### src/include/rsd_cfg.svh
`ifndef RSD_CFG_SVH
`define RSD_CFG_SVH

// Register byte offsets
`define RSD_OFF_PSW     8'h00
`define RSD_OFF_BANK    8'h04
`define RSD_OFF_CLK     8'h08
`define RSD_OFF_IRQ     8'h0C
`define RSD_OFF_IEN     8'h10
`define RSD_OFF_IMOD    8'h14
`define RSD_OFF_PC      8'h18
`define RSD_OFF_STAT    8'h1C
`define RSD_OFF_SERIAL_SHIFT_BUFFER    8'h20
`define RSD_OFF_GPR     8'h40
`define RSD_GPR_COUNT   8

// Program memory vector locations
`define RSD_VEC_ADDR0   12'h000
`define RSD_VEC_ADDR1   12'h001
// Bank enable bit positions in the first vector byte
`define RSD_VEC_ERB_BIT 6
`define RSD_VEC_EMB_BIT 7

// Power mode request field of power_control_reg
`define RSD_PMODE_HI    3
`define RSD_PMODE_LO    2
`define RSD_PMODE_RUN   2'h0

// Stabilization time
`define RSD_STAB_NS     31300000
`define RSD_CLK_NS      40
`define RSD_STAB_CYC    ((`RSD_STAB_NS + `RSD_CLK_NS - 1) / `RSD_CLK_NS)

`endif

### src/include/rsd_pkg.sv
`default_nettype none
package rsd_pkg;

	typedef enum logic [2:0] {
		RSD_HOLD,
		RSD_FETCH0,
		RSD_FETCH1,
		RSD_STAB,
		RSD_RUN
	} rsd_state_t;

	// Core control state restored by the sequencer
	typedef struct packed {
		logic       carry;
		logic [2:0] skip_condition_bits;
		logic [1:0] interrupt_status_bits;
		logic       register_bank_enable;
		logic       extended_memory_bank_enable;
		logic [3:0] memory_bank_select;
		logic [3:0] register_bank_select;
		logic [3:0] bit_sequential_carrier;
		logic [3:0] power_control_reg;
		logic [3:0] clock_output_mode_reg;
		logic [7:0] interrupt_request_flags;
		logic [7:0] interrupt_enable_flags;
		logic [3:0] interrupt_priority_flag;
		logic       master_interrupt_enable;
		logic [3:0] ext_irq0_mode;
		logic [3:0] ext_irq1_mode;
		logic [3:0] key_irq_mode;
		logic [11:0] pc;
		logic [7:0] serial_shift_buffer;
	} rsd_core_t;

endpackage
`default_nettype wire

### src/rtl/rsd_reset_seq.sv
`include "rsd_cfg.svh"
`default_nettype none
module rsd_reset_seq
	import rsd_pkg::*;
#(
	parameter int unsigned STAB_CYCLES = `RSD_STAB_CYC
) (
	// Clock and bus reset
	input  wire logic        pclk,
	input  wire logic        presetn,
	// APB slave
	input  wire logic        psel,
	input  wire logic        penable,
	input  wire logic        pwrite,
	input  wire logic [7:0]  paddr,
	input  wire logic [31:0] pwdata,
	output var  logic [31:0] prdata,
	output var  logic        pready,
	output var  logic        pslverr,
	// External reset pin
	input  wire logic        ext_reset_n,
	// Program memory vector fetch
	output var  logic [11:0] prom_addr,
	output var  logic        prom_rd,
	input  wire logic [7:0]  prom_data,
	// CPU control
	output var  logic        cpu_clk_en,
	output var  logic        cpu_run,
	output var  logic        state_retained
);

	// Twenty bits cover the full interval at the bus clock
	localparam logic [19:0] STAB_LAST = 20'(STAB_CYCLES - 1);

	function automatic logic is_gpr(input logic [7:0] a);
		is_gpr = (a >= `RSD_OFF_GPR) &&
			(a < (`RSD_OFF_GPR + 8'(4 * `RSD_GPR_COUNT)));
	endfunction

	function automatic logic known_addr(input logic [7:0] a);
		known_addr = is_gpr(a) || a == `RSD_OFF_PSW ||
			a == `RSD_OFF_BANK || a == `RSD_OFF_CLK ||
			a == `RSD_OFF_IRQ || a == `RSD_OFF_IEN ||
			a == `RSD_OFF_IMOD || a == `RSD_OFF_PC ||
			a == `RSD_OFF_STAT || a == `RSD_OFF_SERIAL_SHIFT_BUFFER;
	endfunction

	// Pin synchroniser, first stage read only by the second
	logic       rst_meta_reg;
	logic       rst_sync_reg;

	rsd_state_t state_reg;
	rsd_state_t state_next;
	rsd_core_t  core_reg;
	rsd_core_t  core_next;
	logic [3:0] gpr_reg [`RSD_GPR_COUNT];
	logic [3:0] gpr_next [`RSD_GPR_COUNT];
	logic [19:0] cnt_reg;
	logic [19:0] cnt_next;
	logic        retain_reg;
	logic        retain_next;
	logic [11:0] prom_addr_next;
	logic        prom_rd_next;
	logic        cpu_clk_en_next;
	logic        cpu_run_next;
	logic [31:0] prdata_next;
	logic        pready_next;
	logic        pslverr_next;
	logic        wr_ok;
	logic [2:0]  gidx;
	logic [1:0]  pmode;

	always_ff @(posedge pclk or negedge presetn) begin
		if (!presetn) begin
			// Reads as pin low: power-up also waits the interval
			rst_meta_reg <= 1'b0;
			rst_sync_reg <= 1'b0;
		end else begin
			rst_meta_reg <= ext_reset_n;
			rst_sync_reg <= rst_meta_reg;
		end
	end

	// One working register per word
	assign gidx  = paddr[4:2];
	assign pmode = core_reg.power_control_reg[`RSD_PMODE_HI:`RSD_PMODE_LO];
	assign wr_ok = psel && penable && pready && pwrite && !pslverr;

	// Read data and strobe are prepared in the setup cycle: zero wait
	always_comb begin
		prdata_next  = 32'h0000_0000;
		pready_next  = 1'b0;
		pslverr_next = 1'b0;
		if (psel && !penable) begin
			pready_next  = 1'b1;
			pslverr_next = !known_addr(paddr);
			if (paddr == `RSD_OFF_PSW) begin
				prdata_next[7:0] = {core_reg.extended_memory_bank_enable,
					core_reg.register_bank_enable,
					core_reg.interrupt_status_bits,
					core_reg.skip_condition_bits, core_reg.carry};
			end else if (paddr == `RSD_OFF_BANK) begin
				prdata_next[11:0] = {core_reg.bit_sequential_carrier,
					core_reg.register_bank_select,
					core_reg.memory_bank_select};
			end else if (paddr == `RSD_OFF_CLK) begin
				prdata_next[7:0] = {core_reg.clock_output_mode_reg,
					core_reg.power_control_reg};
			end else if (paddr == `RSD_OFF_IRQ) begin
				prdata_next[7:0] = core_reg.interrupt_request_flags;
			end else if (paddr == `RSD_OFF_IEN) begin
				prdata_next[12:0] = {core_reg.master_interrupt_enable,
					core_reg.interrupt_priority_flag,
					core_reg.interrupt_enable_flags};
			end else if (paddr == `RSD_OFF_IMOD) begin
				prdata_next[11:0] = {core_reg.key_irq_mode,
					core_reg.ext_irq1_mode, core_reg.ext_irq0_mode};
			end else if (paddr == `RSD_OFF_PC) begin
				prdata_next[11:0] = core_reg.pc;
			end else if (paddr == `RSD_OFF_STAT) begin
				// Status is read-only; the write decoder skips it
				prdata_next[4:0] = {cpu_run, retain_reg, state_reg};
			end else if (paddr == `RSD_OFF_SERIAL_SHIFT_BUFFER) begin
				prdata_next[7:0] = core_reg.serial_shift_buffer;
			end else if (is_gpr(paddr)) begin
				prdata_next[3:0] = gpr_reg[gidx];
			end
		end
	end

	always_comb begin
		core_next      = core_reg;
		gpr_next       = gpr_reg;
		state_next     = state_reg;
		cnt_next       = cnt_reg;
		retain_next    = retain_reg;
		prom_addr_next = prom_addr;
		prom_rd_next   = 1'b0;
		// Software writes first; reset clears below override them
		if (wr_ok) begin
			if (paddr == `RSD_OFF_PSW) begin
				{core_next.extended_memory_bank_enable,
					core_next.register_bank_enable,
					core_next.interrupt_status_bits,
					core_next.skip_condition_bits,
					core_next.carry} = pwdata[7:0];
			end else if (paddr == `RSD_OFF_BANK) begin
				{core_next.bit_sequential_carrier,
					core_next.register_bank_select,
					core_next.memory_bank_select} = pwdata[11:0];
			end else if (paddr == `RSD_OFF_CLK) begin
				{core_next.clock_output_mode_reg,
					core_next.power_control_reg} = pwdata[7:0];
			end else if (paddr == `RSD_OFF_IRQ) begin
				core_next.interrupt_request_flags = pwdata[7:0];
			end else if (paddr == `RSD_OFF_IEN) begin
				{core_next.master_interrupt_enable,
					core_next.interrupt_priority_flag,
					core_next.interrupt_enable_flags} = pwdata[12:0];
			end else if (paddr == `RSD_OFF_IMOD) begin
				{core_next.key_irq_mode, core_next.ext_irq1_mode,
					core_next.ext_irq0_mode} = pwdata[11:0];
			end else if (paddr == `RSD_OFF_PC) begin
				core_next.pc = pwdata[11:0];
			end else if (paddr == `RSD_OFF_SERIAL_SHIFT_BUFFER) begin
				core_next.serial_shift_buffer = pwdata[7:0];
			end else if (is_gpr(paddr)) begin
				gpr_next[gidx] = pwdata[3:0];
			end
		end
		case (state_reg)
			RSD_HOLD: begin
				if (rst_sync_reg) begin
					state_next = RSD_FETCH0;
				end
			end
			RSD_FETCH0: begin
				prom_addr_next = `RSD_VEC_ADDR0;
				prom_rd_next   = 1'b1;
				state_next     = RSD_FETCH1;
			end
			RSD_FETCH1: begin
				core_next.pc[11:8] = {1'b0, prom_data[2:0]};
				core_next.register_bank_enable =
					prom_data[`RSD_VEC_ERB_BIT];
				core_next.extended_memory_bank_enable =
					prom_data[`RSD_VEC_EMB_BIT];
				prom_addr_next = `RSD_VEC_ADDR1;
				prom_rd_next   = 1'b1;
				state_next     = RSD_STAB;
			end
			RSD_STAB: begin
				// First STAB cycle also catches the low vector byte
				if (prom_rd) begin
					core_next.pc[7:0] = prom_data;
				end
				if (cnt_reg >= STAB_LAST) begin
					state_next = RSD_RUN;
				end
			end
			default: begin
				state_next = RSD_RUN;
			end
		endcase
		// Counting starts at release; fetch cycles are part of it
		// Stops in RUN, so the counter never wraps
		if (state_reg != RSD_HOLD && state_reg != RSD_RUN) begin
			cnt_next = cnt_reg + 20'h00001;
		end
		if (!rst_sync_reg) begin
			state_next = RSD_HOLD;
			cnt_next   = 20'h00000;
			// A read already issued may finish; it is fetched again
			// after release, so a stray byte does no harm
			// Mode is judged once, from the cycle the reset arrives
			// A reset during fetch or wait finds the CPU idle
			if (state_reg != RSD_HOLD) begin
				retain_next = (state_reg != RSD_RUN) ||
					(pmode != `RSD_PMODE_RUN);
			end
			core_next.skip_condition_bits        = 3'h0;
			core_next.interrupt_status_bits      = 2'h0;
			core_next.memory_bank_select         = 4'h0;
			core_next.register_bank_select       = 4'h0;
			core_next.bit_sequential_carrier     = 4'h0;
			core_next.power_control_reg          = 4'h0;
			core_next.clock_output_mode_reg      = 4'h0;
			core_next.interrupt_request_flags    = 8'h00;
			core_next.interrupt_enable_flags     = 8'h00;
			core_next.interrupt_priority_flag    = 4'h0;
			core_next.master_interrupt_enable    = 1'b0;
			core_next.ext_irq0_mode              = 4'h0;
			core_next.ext_irq1_mode              = 4'h0;
			core_next.key_irq_mode               = 4'h0;
			// Normal-mode reset leaves these undefined; zero is chosen
			if (!retain_next) begin
				core_next.carry               = 1'b0;
				core_next.serial_shift_buffer = 8'h00;
				for (int i = 0; i < `RSD_GPR_COUNT; i++) begin
					gpr_next[i] = 4'h0;
				end
			end
		end
		cpu_run_next    = (state_next == RSD_RUN);
		// Idle or stop request keeps the CPU clock gated in RUN
		cpu_clk_en_next = cpu_run_next &&
			(core_next.power_control_reg[`RSD_PMODE_HI:`RSD_PMODE_LO] ==
			`RSD_PMODE_RUN);
	end

	always_ff @(posedge pclk or negedge presetn) begin
		if (!presetn) begin
			state_reg      <= RSD_HOLD;
			core_reg       <= '0;
			cnt_reg        <= 20'h00000;
			retain_reg     <= 1'b0;
			prom_addr      <= 12'h000;
			prom_rd        <= 1'b0;
			cpu_clk_en     <= 1'b0;
			cpu_run        <= 1'b0;
			prdata         <= 32'h0000_0000;
			pready         <= 1'b0;
			pslverr        <= 1'b0;
			for (int i = 0; i < `RSD_GPR_COUNT; i++) begin
				gpr_reg[i] <= 4'h0;
			end
		end else begin
			state_reg      <= state_next;
			core_reg       <= core_next;
			cnt_reg        <= cnt_next;
			retain_reg     <= retain_next;
			prom_addr      <= prom_addr_next;
			prom_rd        <= prom_rd_next;
			cpu_clk_en     <= cpu_clk_en_next;
			cpu_run        <= cpu_run_next;
			prdata         <= prdata_next;
			pready         <= pready_next;
			pslverr        <= pslverr_next;
			gpr_reg        <= gpr_next;
		end
	end

	assign state_retained = retain_reg;

endmodule
`default_nettype wire
### config.mk
export PLATFORM = sky130hd
export DESIGN_NAME = rsd_reset_seq
export DESIGN_NICKNAME = d
export VERILOG_FILES = /design/src/include/rsd_pkg.sv /design/src/rtl/rsd_reset_seq.sv
export VERILOG_INCLUDE_DIRS = /design/src /design/src/include
export SDC_FILE = /design/constraint.sdc
export NUM_CORES = 1
export LEC_CHECK = 0
export BUFFER_PORTS_ARGS = -buffer_cell sky130_fd_sc_hd__buf_2
export CELL_PAD_IN_SITES_DETAIL_PLACEMENT = 1
export CELL_PAD_IN_SITES_GLOBAL_PLACEMENT = 2
export CORE_ASPECT_RATIO = 1.2
export CORE_UTILIZATION = 35
export DETAILED_ROUTE_END_ITERATION = 7
export GPL_TIMING_DRIVEN = 0
export PLACE_DENSITY_LB_ADDON = 0.1
export SKIP_LAST_GASP = 1
export SYNTH_ARGS = -nofsm -noshare
export SYNTH_HDL_FRONTEND = slang
export SYNTH_SLANG_ARGS = --single-unit
### constraint.sdc
create_clock -name pclk -period 2.2 [get_ports pclk]
set_input_delay 0.44 -clock pclk [delete_from_list [all_inputs] [get_ports pclk]]
set_output_delay 0.44 -clock pclk [all_outputs]
set_load 0.005 [all_outputs]
==> run summary <==
## Critical path
• buf_2, or2_2, clkbuf_1, or4_4, o22ai_1, o21a_1, o32ai_2 — Critical Path, Cell by Cell
• 2 — total buffers and inverters traversed by the critical path
• simple AND/OR/NAND/NOR gates — kind of cell adding the most delay to the critical path
• in2reg — Worst Path Class, Setup
• 2.46 ns — required time of the critical path
• 8 — highest fanout seen on the critical path
• sky130_fd_sc_hd__or4_4 — Critical-path top delay cell
• 0.60 ns — critical path's largest stage delay
• 0.10 ns — flop2flop setup slack
• 2.42 ns — data arrival time of the critical path
• primary input — critical path launch point type
• flip-flop — category of the worst setup path capture point

## STA
• 0 — fin. max-slew vios
• 1.075 ns — actual transition at the worst max-transition pin
• 0.01488 ns — largest clock skew in the final design
• 0 — Final Hold Viols
• 98.17% — crit share post-route
• 27.81% — worst slew margin relative to its limit
• 2.160 ns — Period minus WS final
• 0.04019 ns — min setup slack post-route
• 0 — number of setup violations in the final report
• yes — setup repair after global routing missed its margin
• 0.4630 GHz — Max Freq

## Run status
• completed — result of the run

## Logic synthesis
• 158 — number of register bits inferred by synthesis
• 890 — synthesized netlist cell count
• sky130_fd_sc_hd__dfrtp_1 — most frequent cell after synthesis
• sky130_fd_sc_hd__dfrtp_1 — dominant register cell in the synthesized netlist
• 70 — number of distinct standard cells referenced by the synthesized netlist
• 0 — count of yosys warnings during synthesis
• 48.33% — share of the synthesized area in the top cell type
• 0 — number of flops mapped to enable cells by yosys
• 158 x sky130_fd_sc_hd__dfrtp_1, 137 x sky130_fd_sc_hd__nand2_1, 85 x sky130_fd_sc_hd__a21oi_1 — top post-synthesis cells by count
• 100.0% — ys async rst share
• 48.33% — sequential-to-total area share from yosys stat
• 9.191 um2 — post-synthesis area per instance
• 8180 um2 — post-synthesis cell area
• sky130_fd_sc_hd__dfrtp_1 48%, sky130_fd_sc_hd__nand2_1 6.3%, sky130_fd_sc_hd__a21oi_1 5.2%, sky130_fd_sc_hd__mux2i_1 4.2%, sky130_fd_sc_hd__nand3_1 3.1% — dominant cells by area after synthesis
• sky130_fd_sc_hd__dfrtp_1 — most area-hungry cell type in the Yosys netlist

## Pwr
• 1.932 mW — Switch Pwr
• 44.9% — sequential power share
• 4.229 nW — static leakage
• 45.1% — share of power burned in the clock network
• 705.5 nW/um2 — power density of the placed cells
• 10.0% — combinational cell fraction of total power
• 28.04% — switching power as a share of total power
• 0.0004639 V — worst ir drop on vdd
• 4.958 mW — cell-internal power

## Place
• -0.8820 ns — post-placement setup slack
• 49 — Port Buffers
• 8960 um2 — Placement Cell Area
• 1279 — cell total after placement
• 0.8537 — global placer's final weighted congestion
• 20.90 mm — Post-DP HPWL

## Detailed routing
• 444 — number of violations reported at the end of detailed-routing iteration 0
• 22.08 um — post-detailed-route wirelength per cell
• 29.06 mm — wire length reported by the detailed router
• 5 — DR pass1 iterations
• 5.366 — routed via count divided by cell count
• 0 — count of antenna-violating nets left after detailed routing
• 7061 — overall via count from detail_route
• 0 — DRC violations left

## Global route
• 106 — maximum number of pins on one net before global-route repair
• 7131 — vias in the first global route
• 25.44% — GRT Total Usage
• 0 — total congestion overflow after global routing
• 44.61 mm — wire length of the first global-routing pass
• 1 — initial antenna violation count

## Die
• 104 — I/O pin cnt
• 60 — number of standard-cell rows in the floorplan
• 23990 um2 — Total Die Area
• 36.08% — Initial Util
• 141.6 um — Die X-Extent
• 22670 um2 — area of the core region
• 169.5 um — Chip Height

## Clocking
• sky130_fd_sc_hd__clkbuf_16 — cell chosen for the clock root
• done — TritonCTS clock tree
• 0.44 ns — Worst-Skew Late Latency
• 158 — # clock sinks
• 17 — total clock buffers created by CTS
• 0.07 ns — clk slew on worst S/H paths
• 4 — Clock H-tree levels
• 2 — maximum buffer depth of the clock tree

## Finish
• 1316 — non-filler instance count after layout
• 19.18% — fraction of final layout cells sized beyond drive strength 1
• 43.07% — final core occ
• 0 — Antenna diodes
• 1048 — net count reported at finish
• 9766 um2 — final instance area
• 2703 — number of filler instances in the final layout
• 19.38% — area overhead of the layout relative to synthesis
• 81 — flip-flop count of the largest register after layout

## Job
• 0 — Max-cap violations

## Min path
• in2reg — Min-Delay Path Class

-- power groups by stage --
stage	combinational [mW]	clock [mW]	sequential [mW]
2_1_floorplan	0.361	0	3.12
6_report	0.686	3.11	3.10
3_5_place_dp	0.661	0	3.15
4_1_cts	0.679	3.16	3.10
3_3_place_gp	0.653	0	3.15
5_1_grt	0.750	3.25	3.11
-- per-stage QoR --
stage	total power [mW]	setup TNS, ns	hold slack (ns)
6_report	6.890	0	0.09929
5_1_grt	7.115	-0.1676	0.09573
4_1_cts	6.931	-0.06678	0.09260
3_5_place_dp	3.811	-60.23	0.3373
3_3_place_gp	3.802	-380.38	0.3334
2_1_floorplan	3.485	0	0.1444
-- worst register-to-register path: cells and delay by family, from the launching register on --
family | cells | cell delay [ns]
buffers and inverters | 1 | 0.33
and+or+nand+nor | 3 | 0.80
AOI/OAI and AO/OA | 2 | 0.53
DFF | 1 | 0.37
-- cells in the final DEF, fill, tap and decap left out, drive strengths merged, types with 9 or more instances in the layout --
master / Yosys / routed
clkbuf: 44 / 59
nor2b: 11 / 11
or3: 9 / 9
xor2: 11 / 11
nand2: 139 / 139
a21oi: 85 / 85
o22ai: 9 / 9
mux2i: 34 / 34
inv: 21 / 29
o21ai: 53 / 53
conb: 1 / 30
buf: 48 / 104
nand2b: 11 / 11
dfrtp: 158 / 158
nor2: 63 / 63
nor4: 10 / 10
nand3: 51 / 51
-- final cells by class --
type                       instances  area [um2]  share of cell area (%)
sequential                       158        3955                   40.50
multi-input combinational        648        3877                   39.71
buffer                            90       515.5                   5.279
clock buffer                      17       425.4                   4.356
tap                              310       387.9                   3.972
timing repair buffer              57       350.3                   3.587
clock inverter                    15       175.2                   1.794
inverter                          21       78.83                  0.8072
-- final timing paths --
| path | from | to | cells past startpoint |
|---|---|---|---|
| max | paddr[1] | prdata[0]$_DFF_PN0_ | 7 |
| min | ext_reset_n | rst_meta_reg$_DFF_PN0_ | 1 |
| max reg2reg | pslverr$_DFF_PN0_ | core_reg[43]$_DFFE_PN0P_ | 6 |
| min reg2reg | rst_meta_reg$_DFF_PN0_ | rst_sync_reg$_DFF_PN0_ | 0 |
| max in group asynchronous | presetn | state_reg[1]$_DFF_PN0_ | 3 |
| min in group asynchronous | presetn | core_reg[25]$_DFFE_PN0P_ | 2 |
-- logic make-up (layout without fill, tap and decap cells) --
kind of cell / Yosys count / in the layout / synth area share (%)
AND/OR/NAND/NOR: 347 / 347 / 20.89
AO/OA/AOI/OAI: 211 / 211 / 15.83
flip-flops: 158 / 158 / 48.33
buffers and inverters: 113 / 200 / 7.112
multiplexers: 42 / 42 / 5.812
XOR/XNOR: 17 / 17 / 1.820
adder cells (fa/ha/maj): 1 / 1 / 0.1529
other: 1 / 30 / 0.04584
-- routing by layer --
| layer | global-route usage, % | vias to the layer above | routed length [um] | share of wire (%) |
|---|---|---|---|---|
| met5 | 0 | - | 0 | 0 |
| met4 | 7.761 | 0 | 597 | 2.1 |
| met3 | 4.035 | 34 | 1402 | 4.8 |
| met2 | 40.57 | 198 | 13770 | 47 |
| met1 | 35.43 | 3552 | 13290 | 46 |
| li1 | - | 3277 | - | - |
-- timing repair --
action,4_1_cts,5_1_grt
setup buffers,4,2
gates resized for setup,19,27
endpoints found under the setup margin,102,72
endpoints found under the hold margin,53,0
pin swaps,2,1
hold buffers,1,0
Note: power is estimated with default switching activity, not from simulation.
